--- src/pkg/bcro_pkg.sv ---
/*
  Shared constants and types for board control register one: offset, field
  layout, power-on defaults, supply encodings and the bus and board carriers.
  Assumes a 32-bit local bus whose board register space is reached by byte offset.
*/
package bcro_pkg;

  localparam int unsigned BCRO_ADDR_W = 5;
  localparam int unsigned BCRO_DATA_W = 32;
  localparam int unsigned BCRO_REG_W  = 16;

  localparam logic [BCRO_ADDR_W-1:0] BCRO_OFFSET = 5'h04;

  localparam int unsigned BCRO_BIT_LOCK    = 5;
  localparam int unsigned BCRO_BIT_VISIBLE = 6;

  // Bit 5 and bit 6 are steered by the lock logic, not by the plain write
  localparam logic [BCRO_REG_W-1:0] BCRO_PLAIN_WMASK = 16'hFF9F;
  localparam logic [BCRO_REG_W-1:0] BCRO_RESET       = 16'h7D1C;
  localparam logic [15:0]           BCRO_UPPER_ZERO  = 16'h0000;

  // Field order follows bit order, bit 15 first
  typedef struct packed {
    logic       card_supply_sel1;
    logic       sync_dram_active;
    logic       serial_port2_xcvr_on_n;
    logic       narrow_dram_n;
    logic [1:0] card_prog_supply_sel;
    logic       card_supply_sel0;
    logic       card_slot_on_n;
    logic       serial_port1_xcvr_on_n;
    logic       board_regs_visible_n;
    logic       visibility_lock_n;
    logic       flash_boot_cfg_n;
    logic       infrared_on_n;
    logic       ether_xcvr_on_n;
    logic       dram_map_select_n;
    logic       flash_map_select_n;
  } bcro_ctl_t;

  typedef enum logic [1:0] {BCRO_VCC_0V, BCRO_VCC_5V, BCRO_VCC_3V3} bcro_vcc_t;
  typedef enum logic [1:0] {BCRO_VPP_0V, BCRO_VPP_5V, BCRO_VPP_12V, BCRO_VPP_HIZ} bcro_vpp_t;

  typedef struct packed {
    logic      flash_mapped;
    logic      cs0_offboard;
    logic      dram_mapped;
    logic      cs23_offboard;
    logic      ether_enable;
    logic      ether_standby;
    logic      ir_enable;
    logic      ir_shutdown;
    logic      cfg_from_flash;
    logic      regs_visible;
    logic      cs1_offboard;
    logic      serial1_enable;
    logic      serial2_enable;
    logic      card_buf_enable;
    bcro_vcc_t card_vcc;
    bcro_vpp_t card_vpp;
    logic      dram_16bit;
    logic      sdram_mapped;
    logic      sdram_lowpower;
  } bcro_board_t;

  localparam bcro_board_t BCRO_BOARD_RESET = '{
    flash_mapped: 1'b1, cs0_offboard: 1'b0, dram_mapped: 1'b1, cs23_offboard: 1'b0,
    ether_enable: 1'b0, ether_standby: 1'b1, ir_enable: 1'b0, ir_shutdown: 1'b1,
    cfg_from_flash: 1'b0, regs_visible: 1'b1, cs1_offboard: 1'b0,
    serial1_enable: 1'b1, serial2_enable: 1'b0, card_buf_enable: 1'b0,
    card_vcc: BCRO_VCC_0V, card_vpp: BCRO_VPP_HIZ, dram_16bit: 1'b0,
    sdram_mapped: 1'b1, sdram_lowpower: 1'b0};

  typedef struct packed {
    logic                   strobe;
    logic                   write;
    logic [BCRO_ADDR_W-1:0] addr;
    logic [BCRO_DATA_W-1:0] wdata;
  } bcro_bus_req_t;

  typedef struct packed {
    logic                   ack;
    logic                   oe;
    logic [BCRO_DATA_W-1:0] rdata;
  } bcro_bus_rsp_t;

  typedef struct packed {
    logic s1;
    logic s2;
    logic s3;
    logic level;
  } bcro_sync_t;

endpackage

--- src/design/bcro_sync3.sv ---
/*
  Three-stage synchroniser for a level from outside the clock domain.
  Assumes the source is a slow level; the output moves once stages two and three agree.
*/
`timescale 1ns/1ns
module bcro_sync3 import bcro_pkg::*; #(
  parameter logic RESET_LEVEL = 1'b1
) (
  input  wire logic clk_sys,
  input  wire logic rst_b,
  input  wire logic async_in,
  output logic      level_out
);

  bcro_sync_t state_reg;
  bcro_sync_t state_next;

  always_comb begin
    state_next    = state_reg;
    state_next.s1 = async_in;
    state_next.s2 = state_reg.s1;
    state_next.s3 = state_reg.s2;
    if (state_reg.s2 == state_reg.s3) begin
      state_next.level = state_reg.s3;
    end
  end

  always_ff @(posedge clk_sys or negedge rst_b) begin
    if (!rst_b) begin
      state_reg <= '{s1: RESET_LEVEL, s2: RESET_LEVEL, s3: RESET_LEVEL, level: RESET_LEVEL};
    end else begin
      state_reg <= state_next;
    end
  end

  assign level_out = state_reg.level;

endmodule

--- src/design/bcro_supply_decode.sv ---
/*
  Card supply decoder: turns the VCC select pair and the programming supply
  field into supply levels. Purely combinational; the caller registers the result.
*/
`timescale 1ns/1ns
module bcro_supply_decode import bcro_pkg::*; (
  input  wire logic       sel0,
  input  wire logic       sel1,
  input  wire logic [1:0] prog_sel,
  output bcro_vcc_t       vcc,
  output bcro_vpp_t       vpp
);

  logic [1:0] vcc_code;
  logic [1:0] vpp_code;

  // Select 0 is the leading digit of each code
  assign vcc_code = {sel0, sel1};
  assign vpp_code = {prog_sel[0], prog_sel[1]};

  always_comb begin
    unique case (vcc_code)
      2'h0: vcc = BCRO_VCC_0V;
      2'h1: vcc = BCRO_VCC_5V;
      2'h2: vcc = BCRO_VCC_3V3;
      2'h3: vcc = BCRO_VCC_0V;
    endcase
  end

  always_comb begin
    unique case (vpp_code)
      2'h0: vpp = BCRO_VPP_0V;
      2'h1: vpp = BCRO_VPP_5V;
      2'h2: vpp = BCRO_VPP_12V;
      2'h3: vpp = BCRO_VPP_HIZ;
    endcase
  end

endmodule

--- src/design/bcro_top.sv ---
/*
  Board control register one: a 16-bit control word in a 32-bit slot of the
  board register space, its write protection for the visibility bit, the
  hard-reset configuration drive and the decoded board enables.
  Assumes a local bus synchronous to clk_sys, a one-cycle unlock pulse from the
  fourth board register, and an asynchronous hard-reset pin.
*/
//
// Contract
// - Register answers at byte offset 4 of the board register space.
// - Power-on reset loads every field with its default.
// - Control bits are driven out to the connectors.
// - Bit 0 low maps flash; high frees chip select 0.
// - Bit 1 low maps DRAM; high frees chip selects 2 and 3.
// - Bit 2 low enables ethernet transceiver; high puts it in standby.
// - Bit 3 low enables infrared; high shuts it down, frees channel 2.
// - Bit 4 low stops driving reset configuration word during hard reset.
// - Bit 5 is read-only lock; locked blocks bit 6; any write relocks; a write with an unlock pulse in the same cycle leaves it unlocked.
// - Bit 6 high hides all board registers and frees chip select 1.
// - Writing 1 to bit 6 is taken only while unlocked.
// - After hiding, last values keep configuring the board through hard reset.
// - Bit 7 low enables serial port 1; high puts it in standby.
// - Bit 8 low enables card buffers; high disables them all.
// - Bits 9 and 15 select card VCC: 0, 5, 3.3, 0 volts.
// - Bits 10 to 11 select card VPP: 0, 5, 12 volts, high impedance.
// - Bit 12 low makes DRAM 16 bits wide, else 32.
// - Bit 13 low enables serial port 2; high puts it in standby.
// - Bit 14 high maps SDRAM; low puts it in low power, unmapped.
// - Visibility bit comes up low at power-up.
`timescale 1ns/1ns
module bcro_top import bcro_pkg::*; (
  input  wire logic                  clk_sys,
  input  wire logic                  rst_b,
  input  wire logic                  bus_cs_n,
  input  wire bcro_bus_req_t         bus_req,
  input  wire logic                  unlock_pulse,
  input  wire logic                  hard_reset_pin_n,
  input  wire logic [BCRO_REG_W-1:0] reset_cfg_word,
  output bcro_bus_rsp_t              bus_rsp,
  output bcro_ctl_t                  ctl_out,
  output bcro_board_t                board_out,
  output logic                       cfg_drive
);

  typedef struct packed {
    bcro_ctl_t     ctl;
    bcro_board_t   board;
    bcro_bus_rsp_t rsp;
    logic          cfg_drive;
  } bcro_state_t;

  bcro_state_t state_reg;
  bcro_state_t state_next;

  logic                  hard_reset_n;
  logic                  in_hard_reset;
  logic                  addr_hit;
  logic                  access;
  logic                  wr_access;
  logic                  rd_access;
  logic [BCRO_REG_W-1:0] wr_word;
  logic [BCRO_REG_W-1:0] merged_word;
  bcro_ctl_t             ctl_new;
  bcro_vcc_t             vcc_level;
  bcro_vpp_t             vpp_level;

  // Hard reset arrives from a pin; it is idle high at power-up
  bcro_sync3 #(
    .RESET_LEVEL (1'b1)
  ) u_hreset_sync (
    .clk_sys   (clk_sys),
    .rst_b     (rst_b),
    .async_in  (hard_reset_pin_n),
    .level_out (hard_reset_n)
  );

  assign in_hard_reset = ~hard_reset_n;

  // Only the offset of this register is decoded; the other offsets of the
  // space belong to neighbouring registers and get no answer from here
  assign addr_hit = bus_req.addr == BCRO_OFFSET;

  // A hidden register space answers nothing at all, read or write
  assign access = bus_req.strobe & ~bus_cs_n & addr_hit
                & ~state_reg.ctl.board_regs_visible_n
                & ~in_hard_reset;

  assign wr_access = access & bus_req.write;
  assign rd_access = access & ~bus_req.write;

  // Upper half of the bus is dropped on writes
  assign wr_word = bus_req.wdata[BCRO_REG_W-1:0];

  // Plain fields take the written value; lock and visibility are handled below
  assign merged_word = (wr_word & BCRO_PLAIN_WMASK)
                     | (state_reg.ctl & ~BCRO_PLAIN_WMASK);

  // An unlock alone must not pick up whatever the idle bus happens to carry
  always_comb begin
    ctl_new = state_reg.ctl;
    if (wr_access) begin
      ctl_new = bcro_ctl_t'(merged_word);
      // Visibility moves only while unlocked, otherwise the written bit 6 is ignored
      if (state_reg.ctl.visibility_lock_n) begin
        ctl_new.board_regs_visible_n = wr_word[BCRO_BIT_VISIBLE];
      end
      // Every write spends the single unlock
      ctl_new.visibility_lock_n = 1'b0;
    end
    // An unlock in the same cycle as a write wins, so it is not lost
    if (unlock_pulse) begin
      ctl_new.visibility_lock_n = 1'b1;
    end
  end

  // Supply codes
  bcro_supply_decode u_supply (
    .sel0     (ctl_new.card_supply_sel0),
    .sel1     (ctl_new.card_supply_sel1),
    .prog_sel (ctl_new.card_prog_supply_sel),
    .vcc      (vcc_level),
    .vpp      (vpp_level)
  );

  always_comb begin
    state_next = state_reg;

    // Control word
    if (wr_access || unlock_pulse) begin
      state_next.ctl = ctl_new;
    end

    // Bus answer
    state_next.rsp.ack   = access;
    state_next.rsp.oe    = rd_access;
    state_next.rsp.rdata = '0;
    if (rd_access) begin
      state_next.rsp.rdata = {BCRO_UPPER_ZERO, state_reg.ctl};
    end

    // Configuration word is placed on the bus for the whole hard reset unless
    // flash supplies it; the bus carries no other traffic then
    state_next.cfg_drive = in_hard_reset & state_reg.ctl.flash_boot_cfg_n;
    if (state_next.cfg_drive) begin
      state_next.rsp.oe    = 1'b1;
      state_next.rsp.rdata = {BCRO_UPPER_ZERO, reset_cfg_word};
    end

    // Board enables follow the word that is about to be held; hard reset does
    // not touch them, only power-on does
    state_next.board.flash_mapped    = ~state_next.ctl.flash_map_select_n;
    state_next.board.cs0_offboard    = state_next.ctl.flash_map_select_n;
    state_next.board.dram_mapped     = ~state_next.ctl.dram_map_select_n;
    state_next.board.cs23_offboard   = state_next.ctl.dram_map_select_n;
    state_next.board.ether_enable    = ~state_next.ctl.ether_xcvr_on_n;
    state_next.board.ether_standby   = state_next.ctl.ether_xcvr_on_n;
    state_next.board.ir_enable       = ~state_next.ctl.infrared_on_n;
    state_next.board.ir_shutdown     = state_next.ctl.infrared_on_n;
    state_next.board.cfg_from_flash  = ~state_next.ctl.flash_boot_cfg_n;
    state_next.board.regs_visible    = ~state_next.ctl.board_regs_visible_n;
    state_next.board.cs1_offboard    = state_next.ctl.board_regs_visible_n;
    state_next.board.serial1_enable  = ~state_next.ctl.serial_port1_xcvr_on_n;
    state_next.board.serial2_enable  = ~state_next.ctl.serial_port2_xcvr_on_n;
    state_next.board.card_buf_enable = ~state_next.ctl.card_slot_on_n;
    state_next.board.card_vcc        = vcc_level;
    state_next.board.card_vpp        = vpp_level;
    state_next.board.dram_16bit      = ~state_next.ctl.narrow_dram_n;
    state_next.board.sdram_mapped    = state_next.ctl.sync_dram_active;
    state_next.board.sdram_lowpower  = ~state_next.ctl.sync_dram_active;
  end

  // Only power-on reset restores defaults, so a hidden space keeps its
  // settings through any number of hard resets
  always_ff @(posedge clk_sys or negedge rst_b) begin
    if (!rst_b) begin
      state_reg.ctl       <= bcro_ctl_t'(BCRO_RESET);
      state_reg.board     <= BCRO_BOARD_RESET;
      state_reg.rsp       <= '0;
      state_reg.cfg_drive <= 1'b0;
    end else begin
      state_reg <= state_next;
    end
  end

  assign bus_rsp   = state_reg.rsp;
  assign ctl_out   = state_reg.ctl;
  assign board_out = state_reg.board;
  assign cfg_drive = state_reg.cfg_drive;

endmodule

--- config.mk ---
export PLATFORM = sky130hd
export DESIGN_NAME = bcro_top
export DESIGN_NICKNAME = d
export VERILOG_FILES = /design/src/pkg/bcro_pkg.sv /design/src/design/bcro_sync3.sv /design/src/design/bcro_supply_decode.sv /design/src/design/bcro_top.sv
export SDC_FILE = /design/constraint.sdc
export NUM_CORES = 1
export LEC_CHECK = 0
export BUFFER_PORTS_ARGS = -buffer_cell sky130_fd_sc_hd__buf_4
export CORE_MARGIN = 4
export CORE_UTILIZATION = 43
export CTS_CLUSTER_SIZE = 16
export DETAILED_ROUTE_END_ITERATION = 12
export HOLD_SLACK_MARGIN = 0.03
export PLACE_DENSITY = 0.9
export SYNTH_ARGS = -nofsm -noshare
export SYNTH_HDL_FRONTEND = slang
export SYNTH_SLANG_ARGS = --single-unit
export TNS_END_PERCENT = 20
--- constraint.sdc ---
create_clock -name clk_sys -period 2.25 [get_ports clk_sys]
set_clock_uncertainty 0.1 [all_clocks]
set_input_delay 0.225 -clock clk_sys [delete_from_list [all_inputs] [get_ports clk_sys]]
set_output_delay 0.225 -clock clk_sys [all_outputs]
set_load 0.02 [all_outputs]
==> impl_metrics.env, run 1 <==
export IMPL_status="finished clean"
export IMPL_grt_util_met2=0.308
export IMPL_crit_fanout=28
export IMPL_grt_pass1_wl_um=7870
export IMPL_met3_usage=0.0385
export IMPL_vdd_drop_max_mv=0.337
export IMPL_dieWidth_um=79.0
export IMPL_diodes=0
export IMPL_vias=1533
export IMPL_ys_flop_type="dfrtp_1"
export IMPL_gr_max_usage_layer="met2"
export IMPL_period_minus_slack_ps=2070
export IMPL_post_synth_top_count_cell="dfrtp_1"
export IMPL_die_h_um=79.0
export IMPL_max_clock_freq_ghz=0.483
export IMPL_io_pins=132
export IMPL_hold_path_class="input port to register"
export IMPL_layout_nets=324
export IMPL_stdcell_area_um2=3220
export IMPL_overflow=0
export IMPL_yosysUniqueCellTypes=26
export IMPL_post_dp_hpwl_um=3580
export IMPL_required_ps=2340
export IMPL_path_class="register to register"
export IMPL_num_rows=25
export IMPL_start_util=0.450
export IMPL_setup_tns_ps=0
export IMPL_yosys_area_top_type="dfrtp_1"
export IMPL_dp_cells=304
export IMPL_multiInputGateArea_um2=653
export IMPL_cts_tree="done"
export IMPL_antenna_found_initial=0
export IMPL_cts_setup_buffers=0
export IMPL_drtIter0Drc=53
export IMPL_cts_path_max_buffers=2
export IMPL_p_leak_nw=1.68
export IMPL_ys_seq_area_frac=0.634
export IMPL_netlist_area_um2=2170
export IMPL_coreArea_um2=4820
export IMPL_max_slew_margin=0.561
export IMPL_tightest_slew_ps=658
export IMPL_syn_inst=145
export IMPL_vias_per_cell=4.62
export IMPL_powerDensity_nw_per_um2=609
export IMPL_register_area_um2=1380
export IMPL_area_growth_pct=48.4
export IMPL_ys_warn_count=0
export IMPL_crit_path_start_kind="register"
export IMPL_slowest_delay_ps=670
export IMPL_die_area_um2=6240
export IMPL_endpoint_kind="register"
export IMPL_grt_usage=0.166
export IMPL_placed_area_um2=2890
export IMPL_antenna_left=0
export IMPL_avgSynthCellArea_um2=15.0
export IMPL_rsz0062_at_grt="no"
export IMPL_gp_congestion=0.669
export IMPL_clkTransAtPathRegs_ps=90
export IMPL_fin_util=0.668
export IMPL_finalSetupViolCount=0
export IMPL_htree_levels=2
export IMPL_met1_usage=0.179
export IMPL_wl_um=5140
export IMPL_post_route_period_util=0.920
export IMPL_maxSlewViolCount=0
export IMPL_insertion_delay_ps=300
export IMPL_cts_sinks=54
export IMPL_ys_ff_latch=54
export IMPL_arrival_ps=2160
export IMPL_cap_violations=0
export IMPL_hold_viol_final=0
export IMPL_synth_common_cells="dfrtp_1, buf_4, dfstp_2"
export IMPL_drive_gt1_frac=0.570
export IMPL_synth_area_top_cells="dfrtp_1, dfstp_2, buf_4"
export IMPL_synth_edf_count=0
export IMPL_async_reset_ff_frac=1.00
export IMPL_path_cells="or3b_4 -> or4_4 -> mux2_4"
export IMPL_fillerInstances=393
export IMPL_drc=0
export IMPL_finalPower_mw=1.96
export IMPL_grt_pass1_vias=1603
export IMPL_wl_per_cell_um=15.5
export IMPL_cpMaxStageDelayCell="or4_4"
export IMPL_grt_max_degree=55
export IMPL_cts_buffers=5
export IMPL_cts_root_buffer="clkbuf_8"
export IMPL_port_buffers=98
export IMPL_instances_no_fill=332
export IMPL_drtPass1Iterations=4
export IMPL_yosys_area_top_type_share=0.404
worst paths after layout:
check                                            startpoint                          end  slack [ps]  cells past startpoint
worst min-delay path                     reset_cfg_word[15]                  bus_rsp[15]          40                      2
worst max register to register                     register                  ctl_out[15]         180                      3
worst min register to register  u_hreset_sync.state_next[2]  u_hreset_sync.state_next[1]         260                      0
min in group asynchronous                             rst_b                  bus_rsp[33]         400                      2
max in group asynchronous                             rst_b                   bus_rsp[8]        1210                      2
worst max-delay path                               register                  ctl_out[15]         180                      3
layer usage:
metal,share of wire,routed length (um),vias up
met5,0,0,-
met4,0.012,63,0
met3,0.075,387,6
met2,0.55,2830,67
met1,0.36,1860,753
li1,-,-,707
worst max-delay path, delay by kind of cell (launching register included):
kind             cells  cell delay, ps
flip-flops           1             390
AND/OR/NAND/NOR      2            1100
multiplexers         1             380
what timing repair did:
action | CTS | global route
endpoints found under the setup margin | 0 | 3
hold buffers | 17 | 3
resized for setup | 0 | 4
endpoints found under the hold margin | 51 | 3
cell families after synthesis:
group / share of synthesized area
buf+inv: 0.0992
other cells: 0.00173
compound gates: 0.0721
mux: 0.138
simple gates: 0.0496
fa+ha+maj: 0.00462
flops: 0.634
cell usage in the layout (no fill, tap or decap), drive strengths merged, types with 2 or more instances in the layout:
cell type / instances
a22o: 14
buf: 105
clkbuf: 6
conb: 16
dfrtp: 35
dfstp: 19
dlygate4sd3: 20
mux2: 16
mux2i: 12
nand2b: 5
nor2b: 2
cell type report:
class                           instances  area share
Tap cell                               67      0.0260
Sequential cell                        54       0.427
Multi-Input combinational cell         77       0.203
Timing Repair Buffer                  125       0.308
Clock buffer                            6      0.0226
Clock inverter                          2      0.0117
Inverter                                1     0.00117
per-stage QoR:
step                setup slack, ps  hold WS, ps
floorplan                       157         -171
global placement               50.1          193
detailed placement             12.3          205
CTS                            32.3         30.2
global route                   93.5         33.3
finish                          180         40.4
power by group:
part | switching, mW | total (mW) | internal [mW]
logic | 0.142 | 0.285 | 0.142
registers | 0.0228 | 1.04 | 1.02
clock network | 0.302 | 0.634 | 0.332
Power figures use the tool's default switching activity.
==> inputs of run 2 (changes only) <==
Settings changed: CELL_PAD_IN_SITES_DETAIL_PLACEMENT set to 0, CELL_PAD_IN_SITES_GLOBAL_PLACEMENT set to 1, CORE_ASPECT_RATIO set to 0.9, CORE_UTILIZATION 43 to 32, PLACE_DENSITY 0.9 to 0.89.
==> impl_metrics.env, run 2 (synthesis results as in run 1) <==
export IMPL_slowest_delay_ps=650
export IMPL_coreArea_um2=6590
export IMPL_die_area_um2=8160
export IMPL_crit_path_start_kind="register"
export IMPL_hold_viol_final=0
export IMPL_finalPower_mw=1.91
export IMPL_tightest_slew_ps=650
export IMPL_vias=1481
export IMPL_drtIter0Drc=28
export IMPL_overflow=0
export IMPL_crit_fanout=27
export IMPL_stdcell_area_um2=3210
export IMPL_max_clock_freq_ghz=0.473
export IMPL_grt_pass1_vias=1546
export IMPL_post_route_period_util=0.939
export IMPL_path_cells="or3b_2 -> or4_4 -> mux2_1"
export IMPL_mostFrequentLayoutCells="buf_4, dfrtp_1, dfstp_2"
export IMPL_layout_commonest_cell="buf_4"
export IMPL_rsz0062_at_grt="no"
export IMPL_clkTransAtPathRegs_ps=90
export IMPL_cts_root_buffer="clkbuf_8"
export IMPL_required_ps=2330
export IMPL_grt_max_degree=55
export IMPL_gp_congestion=0.655
export IMPL_drtPass1Iterations=4
export IMPL_cts_tree="done"
export IMPL_diodes=0
export IMPL_setup_tns_ps=0
export IMPL_cts_setup_buffers=0
export IMPL_insertion_delay_ps=290
export IMPL_cpMaxStageDelayCell="or4_4"
export IMPL_wl_um=4790
export IMPL_area_growth_pct=48.1
export IMPL_drc=0
export IMPL_layout_nets=322
export IMPL_finalSetupViolCount=0
export IMPL_status="finished clean"
export IMPL_drive_gt1_frac=0.574
export IMPL_period_minus_slack_ps=2110
export IMPL_start_util=0.329
export IMPL_grt_usage=0.117
export IMPL_hold_path_class="input port to register"
export IMPL_post_dp_hpwl_um=3460
export IMPL_path_class="register to register"
export IMPL_vdd_drop_max_mv=0.224
export IMPL_num_rows=28
export IMPL_maxSlewViolCount=0
export IMPL_p_leak_nw=1.67
export IMPL_cts_buffers=5
export IMPL_htree_levels=2
export IMPL_fin_util=0.487
export IMPL_endpoint_kind="register"
export IMPL_antenna_left=0
export IMPL_fillerInstances=617
export IMPL_io_pins=132
export IMPL_max_slew_margin=0.567
export IMPL_vias_per_cell=4.20
export IMPL_grt_pass1_wl_um=7310
export IMPL_antenna_found_initial=0
export IMPL_arrival_ps=2190
export IMPL_cts_path_max_buffers=2
export IMPL_die_h_um=86.1
export IMPL_placed_area_um2=2930
export IMPL_cts_sinks=54
export IMPL_dieWidth_um=94.8
export IMPL_wl_per_cell_um=13.6
export IMPL_port_buffers=98
export IMPL_cap_violations=0
export IMPL_powerDensity_nw_per_um2=595
## run 2: worst paths after layout
path	slack, ps	to	start	cells after the start
max	140	ctl_out[9]	register	3
max reg2reg	140	ctl_out[9]	register	3
max in group asynchronous	1210	bus_rsp[13]	rst_b	2
min in group asynchronous	400	bus_rsp[33]	rst_b	2
min reg2reg	260	u_hreset_sync.state_next[1]	u_hreset_sync.state_next[2]	0
min	40	board_out[11]	bus_req[37]	2
## run 2: timing repair
item,CTS,global route
hold endpoints to repair,49,2
resized for setup,0,0
setup endpoints to repair,0,0
hold buffers,15,2
## run 2: final cells by class
| class | count | area, um2 | area share |
|---|---|---|---|
| Sequential cell | 54 | 1380 | 0.428 |
| Timing Repair Buffer | 123 | 966 | 0.301 |
| Multi-Input combinational cell | 77 | 643 | 0.200 |
| Tap cell | 90 | 113 | 0.0351 |
| Clock buffer | 8 | 110 | 0.0343 |
| Inverter | 1 | 3.75 | 0.00117 |
## run 2: through the flow
step / setup slack [ps] / cells / hold slack [ps]
2_1_floorplan: 157 / 160 / -171
3_3_place_gp: 59.8 / 328 / 199
3_5_place_dp: 43.3 / 328 / 204
4_1_cts: 124 / 351 / 31.2
5_1_grt: 68.5 / 353 / 30.4
6_report: 138 / 353 / 43.2
## run 2: per-layer routing
layer  part of all wire  vias to the layer above  wire [um]  track usage
met5                  0                        -          0            0
met4              0.011                        0         55       0.0393
met3              0.079                        4        379       0.0342
met2               0.54                       61       2580        0.219
met1               0.37                      717       1770        0.124
li1                   -                      699          -            -
## run 2: critical path, delay by kind of cell, from the launching register on
family | cells | cell delay (ps)
multiplexers | 1 | 380
flip-flops | 1 | 380
AND/OR/NAND/NOR | 2 | 1130
## run 2: power breakdown
part           internal (mW)  leakage (nW)  switching, mW
registers               1.02         0.645         0.0221
clock network          0.311        0.0575          0.281
logic                  0.137         0.969          0.140
total                   1.47          1.67          0.443
==> inputs of run 3 (changes only) <==
Settings changed: CORE_UTILIZATION 32 to 35, PLACE_DENSITY 0.89 to unset, PLACE_DENSITY_LB_ADDON set to 0.12.
Clock period 2.25 ns to 2.5 ns, I/O delays scaled along.
==> impl_metrics.env, run 3 (synthesis results as in run 1) <==
export IMPL_cts_sinks=54
export IMPL_hold_path_class="input port to register"
export IMPL_cap_violations=0
export IMPL_finalSetupViolCount=0
export IMPL_path_class="register to register"
export IMPL_grt_usage=0.127
export IMPL_drtPass1Iterations=3
export IMPL_endpoint_kind="register"
export IMPL_post_route_period_util=0.897
export IMPL_max_clock_freq_ghz=0.446
export IMPL_htree_levels=2
export IMPL_grt_max_degree=55
export IMPL_layout_nets=312
export IMPL_reg2reg_slack_ps=260
export IMPL_cpMaxStageDelayCell="or4_4"
export IMPL_grt_pass1_wl_um=7350
export IMPL_wl_per_cell_um=14.8
export IMPL_antenna_found_initial=0
export IMPL_slowest_delay_ps=670
export IMPL_rr_endpoint="ctl_out[15]"
export IMPL_cts_tree="done"
export IMPL_cts_setup_buffers=0
export IMPL_vias=1447
export IMPL_start_util=0.370
export IMPL_crit_path_start_kind="register"
export IMPL_drtIter0Drc=39
export IMPL_gp_congestion=0.784
export IMPL_stdcell_area_um2=3070
export IMPL_cts_resized=0
export IMPL_cts_buffers=5
export IMPL_multiInputGateArea_um2=643
export IMPL_arrival_ps=2330
export IMPL_die_area_um2=7520
export IMPL_grt_pass1_vias=1432
export IMPL_vdd_drop_max_mv=0.320
export IMPL_grt_util_met2=0.196
export IMPL_drive_gt1_frac=0.569
export IMPL_critical_path_buf_inv_count=0
export IMPL_p_leak_nw=1.61
export IMPL_worst_r2r_path_depth=3
export IMPL_endpoint="ctl_out[15]"
export IMPL_maxSlewViolCount=0
export IMPL_register_area_um2=1380
export IMPL_met1_usage=0.160
export IMPL_required_ps=2590
export IMPL_area_growth_pct=41.7
export IMPL_placed_area_um2=2860
export IMPL_fillerInstances=541
export IMPL_period_minus_slack_ps=2240
export IMPL_rsz0062_at_grt="no"
export IMPL_postCtsHoldBufs=13
export IMPL_cp_num_cells=3
export IMPL_io_pins=132
export IMPL_setup_tns_ps=0
export IMPL_crit_fanout=29
export IMPL_powerDensity_nw_per_um2=534
export IMPL_path_cells="or3b_2 -> or4_4 -> mux2_1"
export IMPL_gr_max_usage_layer="met2"
export IMPL_status="finished clean"
export IMPL_antenna_left=0
export IMPL_cts_root_buffer="clkbuf_8"
export IMPL_tightest_slew_ps=669
export IMPL_diodes=0
export IMPL_num_rows=26
export IMPL_crit_family="simple AND/OR/NAND/NOR gates"
export IMPL_layout_commonest_cell="buf_4"
export IMPL_max_slew_margin=0.553
export IMPL_met3_usage=0.0507
export IMPL_mostFrequentLayoutCells="buf_4, dfrtp_1, dfstp_2"
export IMPL_wl_um=4790
export IMPL_vias_per_cell=4.48
export IMPL_dieWidth_um=91.0
export IMPL_post_dp_hpwl_um=3340
export IMPL_hold_viol_final=0
export IMPL_overflow=0
export IMPL_insertion_delay_ps=300
export IMPL_cts_path_max_buffers=2
export IMPL_coreArea_um2=5860
export IMPL_drc=0
export IMPL_clkTransAtPathRegs_ps=90
export IMPL_die_h_um=82.7
export IMPL_port_buffers=98
## run 3: power by group
group          internal, mW  leakage (nW)  switching (mW)
sequential            0.917         0.645          0.0205
combinational         0.117         0.925           0.123
clock                 0.195        0.0450           0.270
## run 3: how the worst min path moves through the flow
stage	from	to	slack [ps]	cells after the start
floorplan	rst_b	async pin	-150	0
global placement	rst_b	board_out[12]	230	1
detailed placement	rst_b	board_out[12]	240	1
CTS	reset_cfg_word[6]	bus_rsp[6]	40	2
global route	reset_cfg_word[6]	bus_rsp[6]	40	2
finish	reset_cfg_word[6]	bus_rsp[6]	50	2
## run 3: area by class of cell
class / count / area share
Clock buffer: 6 / 0.0236
Clock inverter: 2 / 0.00326
Inverter: 1 / 0.00122
Multi-Input combinational cell: 77 / 0.209
Sequential cell: 54 / 0.447
Tap cell: 70 / 0.0285
Timing Repair Buffer: 113 / 0.287
## run 3: through the flow
stage          std cells  power, mW  hold slack [ps]  utilization  setup slack (ps)
3_5_place_dp         302       1.18              236        0.488               204
4_1_cts              323       1.68             39.6        0.525               237
6_report             323       1.64             54.1        0.525               257
2_1_floorplan        160       1.07             -146            -               407
3_3_place_gp         302       1.18              234        0.488               195
5_1_grt              323       1.73             40.2        0.525               174
## run 3: per-layer routing
layer,share of wire,vias up
li1,-,681
met1,0.42,691
met5,0,-
met3,0.093,6
met2,0.47,69
met4,0.016,0
